===== config.mk =====
export PLATFORM = sky130hd
export DESIGN_NAME = cksyn_config
export DESIGN_NICKNAME = d
export VERILOG_FILES = /design/src/cksyn_pkg.sv /design/src/cksyn_sync2.sv /design/src/cksyn_config.sv
export SDC_FILE = /design/constraint.sdc
export NUM_CORES = 1
export LEC_CHECK = 0
export BUFFER_PORTS_ARGS = -buffer_cell sky130_fd_sc_hd__buf_2
export CAP_MARGIN = 20
export CORE_MARGIN = 5
export CORE_UTILIZATION = 57
export CTS_BUF_LIST = sky130_fd_sc_hd__clkbuf_4
export DETAILED_ROUTE_END_ITERATION = 8
export GPL_TIMING_DRIVEN = 0
export MAX_ROUTING_LAYER = met4
export PLACE_DENSITY = 0.91
export REMOVE_ABC_BUFFERS = 1
export SETUP_SLACK_MARGIN = 0.3
export SKIP_LAST_GASP = 1
export SYNTH_ARGS = -nofsm -noshare
export SYNTH_HDL_FRONTEND = slang
export SYNTH_SLANG_ARGS = --single-unit
export TNS_END_PERCENT = 5

===== constraint.sdc =====
create_clock -name pclk -period 2.8 [get_ports pclk]
set_input_delay 0 -clock pclk [delete_from_list [all_inputs] [get_ports pclk]]
set_output_delay 0 -clock pclk [all_outputs]
set_load 0.1 [all_outputs]

===== src/cksyn_pkg.sv =====
// Package: register indices, field layout, reset values and types of the clock configuration block
package cksyn_pkg;

   // Register indices; byte address on the bus is four times the index
   localparam logic [5:0] IDX_TEST_CTRL = 6'h09;
   localparam logic [5:0] IDX_PLL3_SPREAD_HIGH = 6'h14;
   localparam logic [5:0] IDX_DIVIDER_ENABLES = 6'h15;
   localparam logic [5:0] IDX_CPU_PLL_DIVIDER_HIGH = 6'h16;
   localparam logic [5:0] IDX_CPU_PLL_DIVIDER_LOW = 6'h17;
   localparam logic [5:0] IDX_RESERVED_FIRST = 6'h18;
   localparam logic [5:0] IDX_RESERVED_LAST = 6'h3E;
   localparam logic [5:0] IDX_SPECIAL_POWER_FEATURES = 6'h3F;

   // Bus geometry
   localparam int ADDR_W = 8;
   localparam int DATA_W = 32;
   localparam int WORD_LSB = 2;

   // Field positions
   localparam int SPREAD_W = 7;
   localparam int DIVEN_CPU_BIT = 1;
   localparam int DIVEN_SRC_BIT = 0;
   localparam int CPUDIV_VCO8_BIT = 7;
   localparam int CPUDIV_VCO9_BIT = 6;
   localparam int REF_DIV_W = 6;
   localparam int VCO_DIV_W = 10;
   localparam int SPF_XTAL_BIT = 0;
   localparam int SPF_SATA_BIT = 1;
   localparam int TEST_ENTRY_POS = 3;
   localparam int TEST_CHOICE_POS = 4;

   // Reset values
   localparam logic [SPREAD_W-1:0] RST_SPREAD = 7'h00;
   localparam logic RST_CPU_MN_EN = 1'b0;
   localparam logic RST_SRC_MN_EN = 1'b0;
   localparam logic RST_XTAL_ON = 1'b1;
   localparam logic RST_SATA_ON = 1'b0;
   localparam logic RST_TEST_ENTRY = 1'b0;
   localparam logic RST_TEST_CHOICE = 1'b0;
   localparam logic [REF_DIV_W-1:0] RST_REF_DIV = 6'h00;
   localparam logic [VCO_DIV_W-1:0] RST_VCO_DIV = 10'h000;

   // Cycles after reset release before the strap is caught (two synchroniser stages plus one)
   localparam logic [1:0] STRAP_SETTLE = 2'h3;

   // Synchronised pin inputs
   localparam int PIN_W = 3;

   typedef enum logic [1:0] {
      CKSYN_OUT_NORMAL,
      CKSYN_OUT_HIZ,
      CKSYN_OUT_REFDIV
   } cksyn_out_mode_t;

   typedef enum logic [1:0] {
      CKSYN_TS_STRAP_WAIT,
      CKSYN_TS_NORMAL,
      CKSYN_TS_TEST_STRAP,
      CKSYN_TS_TEST_SOFT
   } cksyn_test_state_t;

   typedef struct packed {
      logic [SPREAD_W-1:0] spread_percent_bits;
      logic cpu_mn_en;
      logic src_mn_en;
      logic [REF_DIV_W-1:0] ref_div;
      logic [VCO_DIV_W-1:0] vco_div;
      logic crystal_powerdown_control;
      logic serial_ata_pll_power_feature;
      logic test_entry_bit;
      logic test_output_choice_bit;
   } cksyn_cfg_t;

   typedef struct packed {
      logic freq_select_c_above;
      logic freq_select_c;
      logic freq_select_b;
   } cksyn_pins_t;

   typedef struct packed {
      logic cpu_use_programmed;
      logic src_use_programmed;
      logic [REF_DIV_W-1:0] cpu_m;
      logic [VCO_DIV_W-1:0] cpu_n;
      logic [SPREAD_W-1:0] pll3_spread_high;
   } cksyn_pll_t;

endpackage


===== src/cksyn_sync2.sv =====
// Two-stage synchroniser for pin inputs
`timescale 1ns/1ps
module cksyn_sync2
   import cksyn_pkg::*;
#(
   parameter int WIDTH = 1
)
(
   // Clock, reset, enable
   input wire logic pclk,
   input wire logic presetn,
   input wire logic ce,
   // Data
   input wire logic [WIDTH-1:0] async_in,
   output logic [WIDTH-1:0] sync_out
);

   typedef struct packed {
      logic [WIDTH-1:0] meta;
      logic [WIDTH-1:0] stable;
   } cksyn_sync_state_t;

   cksyn_sync_state_t st;
   cksyn_sync_state_t next_st;

   generate
      if (WIDTH < 1)
      begin : g_bad_width
         $error("cksyn_sync2 needs WIDTH of at least 1");
      end
   endgenerate

   always_comb
   begin
      next_st = st;
      if (ce)
      begin
         next_st.meta = async_in;
         next_st.stable = st.meta;
      end
   end

   always_ff @(posedge pclk or negedge presetn)
   begin
      if (!presetn)
         st <= '0;
      else
         st <= next_st;
   end

   assign sync_out = st.stable;

endmodule


===== src/cksyn_config.sv =====
// Configuration registers and test-mode control of the clock synthesizer, APB slave
//
// The APB interface to the registers was decided locally.
`timescale 1ns/1ps
module cksyn_config
   import cksyn_pkg::*;
(
   // Clock, reset, enable
   input wire logic pclk,
   input wire logic presetn,
   input wire logic ce,
   // APB slave
   input wire logic psel,
   input wire logic penable,
   input wire logic pwrite,
   input wire logic [ADDR_W-1:0] paddr,
   input wire logic [DATA_W-1:0] pwdata,
   input wire logic [3:0] pstrb,
   output logic [DATA_W-1:0] prdata,
   output logic pready,
   output logic pslverr,
   // Pins
   input wire logic freq_select_c_above_threshold,
   input wire logic freq_select_c,
   input wire logic freq_select_b,
   // Frequency-select table settings
   input wire logic [REF_DIV_W-1:0] table_cpu_m,
   input wire logic [VCO_DIV_W-1:0] table_cpu_n,
   // Clock generator controls
   output cksyn_pll_t pll_ctrl,
   output cksyn_out_mode_t out_mode,
   output logic test_mode_active,
   output logic freq_select_c_latched,
   output logic crystal_on_in_powerdown,
   output logic serial_ata_pll_power_feature_power_on
);

   typedef struct packed {
      cksyn_cfg_t cfg;
      cksyn_test_state_t tstate;
      logic [1:0] settle;
      logic fs_c_latched;
      cksyn_out_mode_t out_mode;
      cksyn_pll_t pll;
      logic [DATA_W-1:0] rdata;
      logic slverr;
   } cksyn_state_t;

   cksyn_state_t st;
   cksyn_state_t next_st;
   cksyn_pins_t pins_raw;
   cksyn_pins_t pins;

   // Elaboration checks on the package layout this logic is written for
   generate
      if (ADDR_W - WORD_LSB != 6)
      begin : g_bad_addr
         $error("cksyn_config needs exactly six index bits in paddr");
      end
      if (DATA_W < 8)
      begin : g_bad_data
         $error("cksyn_config needs DATA_W of at least 8");
      end
      if (SPREAD_W != 7)
      begin : g_bad_spread
         $error("cksyn_config needs SPREAD_W of 7");
      end
      if (REF_DIV_W != 6)
      begin : g_bad_ref
         $error("cksyn_config needs REF_DIV_W of 6");
      end
      if (VCO_DIV_W != 10)
      begin : g_bad_vco
         $error("cksyn_config needs VCO_DIV_W of 10");
      end
      if (CPUDIV_VCO8_BIT > 7 || CPUDIV_VCO9_BIT > 7 || CPUDIV_VCO8_BIT == CPUDIV_VCO9_BIT)
      begin : g_bad_vco_pos
         $error("cksyn_config needs two distinct VCO high bit positions in a byte");
      end
      if (CPUDIV_VCO8_BIT < REF_DIV_W || CPUDIV_VCO9_BIT < REF_DIV_W)
      begin : g_bad_vco_overlap
         $error("cksyn_config VCO high bits overlap the reference divider field");
      end
      if (DIVEN_CPU_BIT > 7 || DIVEN_SRC_BIT > 7 || DIVEN_CPU_BIT == DIVEN_SRC_BIT)
      begin : g_bad_diven
         $error("cksyn_config needs two distinct divider-enable bits in a byte");
      end
      if (SPF_XTAL_BIT > 7 || SPF_SATA_BIT > 7 || SPF_XTAL_BIT == SPF_SATA_BIT)
      begin : g_bad_power
         $error("cksyn_config needs two distinct power bits in a byte");
      end
      if (TEST_ENTRY_POS > 7 || TEST_CHOICE_POS > 7 || TEST_ENTRY_POS == TEST_CHOICE_POS)
      begin : g_bad_test
         $error("cksyn_config needs two distinct test control bits in a byte");
      end
      if (PIN_W != $bits(cksyn_pins_t))
      begin : g_bad_pins
         $error("cksyn_config needs PIN_W equal to the pin struct width");
      end
      if (IDX_RESERVED_FIRST > IDX_RESERVED_LAST)
      begin : g_bad_reserved
         $error("cksyn_config needs a reserved range in ascending order");
      end
   endgenerate

   // Index of a word address
   function automatic logic [5:0] word_index(input logic [ADDR_W-1:0] addr);
      word_index = addr[ADDR_W-1:WORD_LSB];
   endfunction

   // Register present at this index; reserved bytes count as present
   function automatic logic is_mapped(input logic [5:0] idx);
      is_mapped = (idx == IDX_TEST_CTRL) || (idx == IDX_PLL3_SPREAD_HIGH) ||
         (idx == IDX_DIVIDER_ENABLES) || (idx == IDX_CPU_PLL_DIVIDER_HIGH) ||
         (idx == IDX_CPU_PLL_DIVIDER_LOW) || (idx == IDX_SPECIAL_POWER_FEATURES) ||
         ((idx >= IDX_RESERVED_FIRST) && (idx <= IDX_RESERVED_LAST));
   endfunction

   // Read value of one register byte
   function automatic logic [7:0] read_byte(input logic [5:0] idx, input cksyn_cfg_t c);
      read_byte = 8'h00;
      case (idx)
         IDX_TEST_CTRL:
         begin
            read_byte[TEST_ENTRY_POS] = c.test_entry_bit;
            read_byte[TEST_CHOICE_POS] = c.test_output_choice_bit;
         end
         IDX_PLL3_SPREAD_HIGH:
            read_byte[SPREAD_W-1:0] = c.spread_percent_bits;
         IDX_DIVIDER_ENABLES:
         begin
            read_byte[DIVEN_CPU_BIT] = c.cpu_mn_en;
            read_byte[DIVEN_SRC_BIT] = c.src_mn_en;
         end
         IDX_CPU_PLL_DIVIDER_HIGH:
         begin
            read_byte[REF_DIV_W-1:0] = c.ref_div;
            read_byte[CPUDIV_VCO8_BIT] = c.vco_div[8];
            read_byte[CPUDIV_VCO9_BIT] = c.vco_div[9];
         end
         IDX_CPU_PLL_DIVIDER_LOW:
            read_byte = c.vco_div[7:0];
         IDX_SPECIAL_POWER_FEATURES:
         begin
            read_byte[SPF_XTAL_BIT] = c.crystal_powerdown_control;
            read_byte[SPF_SATA_BIT] = c.serial_ata_pll_power_feature;
         end
         default:
            read_byte = 8'h00;
      endcase
   endfunction

   // Pin synchronisers
   assign pins_raw.freq_select_c_above = freq_select_c_above_threshold;
   assign pins_raw.freq_select_c = freq_select_c;
   assign pins_raw.freq_select_b = freq_select_b;

   cksyn_sync2 #(
      .WIDTH(PIN_W)
   ) u_pin_sync (
      .pclk(pclk),
      .presetn(presetn),
      .ce(ce),
      .async_in(pins_raw),
      .sync_out(pins)
   );

   // Next-state logic
   always_comb
   begin
      logic [5:0] idx;
      logic wr;
      logic [7:0] wb;
      idx = word_index(paddr);
      wr = 1'b0;
      wb = pwdata[7:0];
      next_st = st;
      if (ce)
      begin
         // Setup phase prepares read data and error answer
         if (psel && !penable)
         begin
            next_st.slverr = !is_mapped(idx);
            next_st.rdata = '0;
            if (!pwrite)
               next_st.rdata[7:0] = read_byte(idx, st.cfg);
         end
         wr = psel && penable && pwrite && pstrb[0] && is_mapped(idx);

         // Register writes
         if (wr)
         begin
            case (idx)
               IDX_TEST_CTRL:
               begin
                  next_st.cfg.test_entry_bit = wb[TEST_ENTRY_POS];
                  next_st.cfg.test_output_choice_bit = wb[TEST_CHOICE_POS];
               end
               IDX_PLL3_SPREAD_HIGH:
                  next_st.cfg.spread_percent_bits = wb[SPREAD_W-1:0];
               IDX_DIVIDER_ENABLES:
               begin
                  next_st.cfg.cpu_mn_en = wb[DIVEN_CPU_BIT];
                  next_st.cfg.src_mn_en = wb[DIVEN_SRC_BIT];
               end
               IDX_CPU_PLL_DIVIDER_HIGH:
               begin
                  next_st.cfg.ref_div = wb[REF_DIV_W-1:0];
                  next_st.cfg.vco_div[8] = wb[CPUDIV_VCO8_BIT];
                  next_st.cfg.vco_div[9] = wb[CPUDIV_VCO9_BIT];
               end
               IDX_CPU_PLL_DIVIDER_LOW:
                  next_st.cfg.vco_div[7:0] = wb;
               IDX_SPECIAL_POWER_FEATURES:
               begin
                  next_st.cfg.crystal_powerdown_control = wb[SPF_XTAL_BIT];
                  next_st.cfg.serial_ata_pll_power_feature = wb[SPF_SATA_BIT];
               end
               default:
                  next_st.cfg = st.cfg;
            endcase
         end

         // Test-mode controller
         case (st.tstate)
            CKSYN_TS_STRAP_WAIT:
            begin
               next_st.settle = st.settle + 2'h1;
               if (st.settle == STRAP_SETTLE)
               begin
                  next_st.settle = st.settle;
                  next_st.cfg.ref_div = table_cpu_m;
                  next_st.cfg.vco_div = table_cpu_n;
                  next_st.fs_c_latched = pins.freq_select_c;
                  if (pins.freq_select_c_above)
                     next_st.tstate = CKSYN_TS_TEST_STRAP;
                  else
                     next_st.tstate = CKSYN_TS_NORMAL;
               end
            end
            CKSYN_TS_NORMAL:
            begin
               if (st.cfg.test_entry_bit)
                  next_st.tstate = CKSYN_TS_TEST_SOFT;
            end
            CKSYN_TS_TEST_STRAP:
               next_st.tstate = CKSYN_TS_TEST_STRAP;
            CKSYN_TS_TEST_SOFT:
               next_st.tstate = CKSYN_TS_TEST_SOFT;
            default:
               next_st.tstate = CKSYN_TS_STRAP_WAIT;
         endcase

         // Output mode from the state just reached
         case (next_st.tstate)
            CKSYN_TS_TEST_STRAP:
            begin
               if (!pins.freq_select_b && !next_st.cfg.test_output_choice_bit)
                  next_st.out_mode = CKSYN_OUT_HIZ;
               else
                  next_st.out_mode = CKSYN_OUT_REFDIV;
            end
            CKSYN_TS_TEST_SOFT:
            begin
               if (next_st.cfg.test_output_choice_bit)
                  next_st.out_mode = CKSYN_OUT_REFDIV;
               else
                  next_st.out_mode = CKSYN_OUT_HIZ;
            end
            default:
               next_st.out_mode = CKSYN_OUT_NORMAL;
         endcase

         // Divider selection toward the PLLs
         next_st.pll.cpu_use_programmed = next_st.cfg.cpu_mn_en;
         next_st.pll.src_use_programmed = next_st.cfg.src_mn_en;
         if (next_st.cfg.cpu_mn_en)
         begin
            next_st.pll.cpu_m = next_st.cfg.ref_div;
            next_st.pll.cpu_n = next_st.cfg.vco_div;
         end
         else
         begin
            next_st.pll.cpu_m = table_cpu_m;
            next_st.pll.cpu_n = table_cpu_n;
         end
         next_st.pll.pll3_spread_high = next_st.cfg.spread_percent_bits;
      end
   end

   // State register
   always_ff @(posedge pclk or negedge presetn)
   begin
      if (!presetn)
      begin
         st.cfg.spread_percent_bits <= RST_SPREAD;
         st.cfg.cpu_mn_en <= RST_CPU_MN_EN;
         st.cfg.src_mn_en <= RST_SRC_MN_EN;
         st.cfg.ref_div <= RST_REF_DIV;
         st.cfg.vco_div <= RST_VCO_DIV;
         st.cfg.crystal_powerdown_control <= RST_XTAL_ON;
         st.cfg.serial_ata_pll_power_feature <= RST_SATA_ON;
         st.cfg.test_entry_bit <= RST_TEST_ENTRY;
         st.cfg.test_output_choice_bit <= RST_TEST_CHOICE;
         st.tstate <= CKSYN_TS_STRAP_WAIT;
         st.settle <= 2'h0;
         st.fs_c_latched <= 1'b0;
         st.out_mode <= CKSYN_OUT_NORMAL;
         st.pll <= '0;
         st.rdata <= '0;
         st.slverr <= 1'b0;
      end
      else
         st <= next_st;
   end

   // Outputs
   assign pready = psel && penable && ce;
   assign prdata = st.rdata;
   assign pslverr = pready && st.slverr;
   assign pll_ctrl = st.pll;
   assign out_mode = st.out_mode;
   assign test_mode_active = (st.tstate == CKSYN_TS_TEST_STRAP) ||
      (st.tstate == CKSYN_TS_TEST_SOFT);
   assign freq_select_c_latched = st.fs_c_latched;
   assign crystal_on_in_powerdown = st.cfg.crystal_powerdown_control;
   assign serial_ata_pll_power_feature_power_on = st.cfg.serial_ata_pll_power_feature;

endmodule


==> metrics.md <==
| Metric | Value |
|---|---|
| Yosys reg bits | 67 |
| EDFF count, synth | 0 |
| Cells on Worst Hold Path | 4 |
| Slew Viols, Final | 0 |
| FF-to-FF path depth | 5 |
| Fin crit share | 80.90% |
| DR iter-0 viols | about 280 |
| Ant. Diodes | 0 |
| Instance count of the mapped netlist | about 400 |
| Min-Delay Path Class | in -> reg |
| Vias in the first global route | 3563 |
| Largest net degree at the start of global routing | approximately 70 |
| Slew @ Worst Pin | 1.018 ns |
| Syn Area/Cell | a little over 10 µm² |
| Die area | approximately 9000 µm² |
| Vias after detailed routing | ~3400 |
| Num rows | 31 |
| Vias/cell | a little over 6 |
| Static leakage | ~2.2 nW |
| Clock skew | about 0.020 ns |
| Number of library cell types mapped by synthesis | 59 |
| Share of layout cells above drive strength 1 | between 20% and 30% |
| Initial Util | 57.45% |
| Post-DRT Antenna Nets | 0 |
| Relative slew slack | between 30% and 40% |
| Synth top area share | slightly above 40% |
| Max VDD drop | ~0.44 mV |
| I/O pins | 134 |
| Pwr per Cell Area | around 670 nW/µm² |
| Fin cells | 560 |
| Drt drc | 0 |
| Final hold vios | 0 |
| Fillers | 570 |
| First-pass GRT wire length | between 15 and 20 mm |
| Register area share after synthesis | 40.92% |
| CTS Buffer Depth | 2 |
| Pre-Repair DR Iteration Count | 5 |
| Core area | between 7000 and 8000 µm² |
| Antenna violations before repair | 0 |
| H-Tree Depth | 3 |
| # Max-Cap Violations | 0 |
| Routed Wire Length | 10.53 mm |
| Top cells by area, synth | dfrtp_1, buf_4, mux2_2 |
| Post-DR wirelength/cell | between 15 and 20 µm |
| Total CTS buffers | 9 |
| FMAX | about 0.44 GHz |
| Die Ht | about 95 µm |
| Power, Total | ~3.1 mW |
| Most numerous cell in the Yosys netlist | dfrtp_1 |
| Final Critical Period | roughly 2.3 ns |
| Synthesized cell area | between 4000 and 5000 µm² |
| Dominant synthesized flop cell | dfrtp_1 |
| DPL Wire Length | approximately 7.1 mm |
| Critical path capture point type | flip-flop |
| Unrepaired setup endpoints after global routing | false |
| Top post-synthesis cells by count | dfrtp_1, buf_4, nand2_1 |
| Crit Path Class | in -> reg |
| Layout Nets | 528 |
| Placer Congestion | 0.9377 |
| WP data required | about 3.1 ns |
| Ys async rst share | 100.0% |
| Worst-Skew Late Latency | 0.42 ns |
| CTS tree | built |
| IO buf count | 80 |
| Area Overhead vs Synth | 12.15% |
| GRT Util Overall | between 20 and 25% |
| Synth warnings | 0 |
| Largest area contributor in the netlist | dfrtp_1 |
| Global route overflow | 0 |
| Crit-path max FO | 17 |
| # setup viols final | 0 |
| Clock Sinks | 67 |
| Critical Path Start Type | input pin |
| Crit path DAT | ~2.6 ns |
| Die width | around 95 µm |
| Outcome | complete, no violations |
| Placed Instances | a little over 500 |
| Root buffer cell | clkbuf_4 |
| Clk slew on worst S/H paths | ~0.1 ns |
-- layer usage --
layer | vias to the layer above | global-route usage, % | wire (µm) | part of all wire (%)
met5 | - | - | 0 | 0
met4 | 0 | 11.18 | 352 | 3.3
met3 | 32 | 4.223 | 754 | 7.2
met2 | 183 | 41.46 | 5195 | 49
met1 | 1676 | 29.12 | 4232 | 40
li1 | 1541 | - | - | -
-- cells by family after synthesis --
logic type      count (synthesis)  synth area share [%]
flops                          67                 40.92
simple gates                   83                 11.14
compound gates                108                 21.51
other cells                     1               0.09146
mux                            43                 11.23
buf+inv                        94                 14.59
fa+ha+maj                       1                0.3051
xor+xnor                        1                0.2136
-- area by class of cell --
cell class	instances	area, µm²	share of cell area, %
repair buffers	113	724.4	15.76
clock inverters	4	43.79	0.9524
multi-input cells	260	1927	41.90
flip-flops and latches	67	1678	36.49
clock buffers	10	75.07	1.633
inverters	7	26.28	0.5714
well taps	99	123.9	2.694
-- flip-flops by register name, indices dropped and copies added (netlist names) --
name                                   count
st                                        23
prdata                                     8
pll_ctrl                                  25
serial_ata_pll_power_feature_power_on      1
crystal_on_in_powerdown                    1
freq_select_c_latched                      1
u_pin_sync.sync_out                        3
u_pin_sync.st                              3
out_mode                                   2
-- stage by stage --
| step | cell area (µm²) | hold slack (ns) | worst slack, ns | setup TNS, ns | utilization, % |
|---|---|---|---|---|---|
| 2_1_floorplan | 3615 | -0.2956 | -0.2348 | -3.394 | - |
| 3_3_place_gp | 4139 | 0.2322 | -0.6911 | -9.839 | 57.99 |
| 3_5_place_dp | 4185 | 0.1566 | 0.1952 | 0 | 58.64 |
| 4_1_cts | 4594 | 0.04644 | 0.5191 | 0 | 64.38 |
| 5_1_grt | 4598 | 0.09200 | 0.4084 | 0 | 64.43 |
| 6_report | 4598 | 0.06466 | 0.5349 | 0 | 64.43 |
-- what timing repair did --
action / in CTS / in global routing
hold buffers: 29 / 0
endpoints found under the hold margin: 116 / 0
buffers inserted: 0 / 0
endpoints found under the setup margin: 0 / 2
resized for setup: 0 / 1
-- where the power goes --
group          switching [mW]  internal, mW  leakage, nW
Clock                   0.334         0.267       0.0695
Sequential              0.160          1.16        0.827
Combinational           0.812         0.342         1.26
-- critical path: stages --
cell	delay, ns
dlygate4sd3_1	0.52
buf_2	0.18
nand4_2	0.25
or4_1	1.00
a21oi_4	0.43
a2bb2oi_1	0.20
-- worst paths after layout --
check | start | endpoint | slack (ns)
setup / recovery | pwrite | st[73] | 0.53
hold / removal | paddr[7] | st[0] | 0.06
setup reg to reg | st[61] | pll_ctrl[21] | 0.61
hold reg to reg | prdata[5] | prdata[5] | 0.49
max in group asynchronous | presetn | u_pin_sync.sync_out[2] | 2.03
min in group asynchronous | presetn | st[84] | 0.22
-- cells in the final DEF (no fill, tap or decap), types with 15 or more instances in the layout --
cell type      instances
buf_2                 80
conb_1                24
dfrtp_1               66
dlygate4sd3_1         29
mux2_2                24
mux2i_1               19
nand2_1               32
nand2b_1              15
o211ai_1              15
o31ai_1               17
Note: power is estimated with default switching activity, not from simulation.
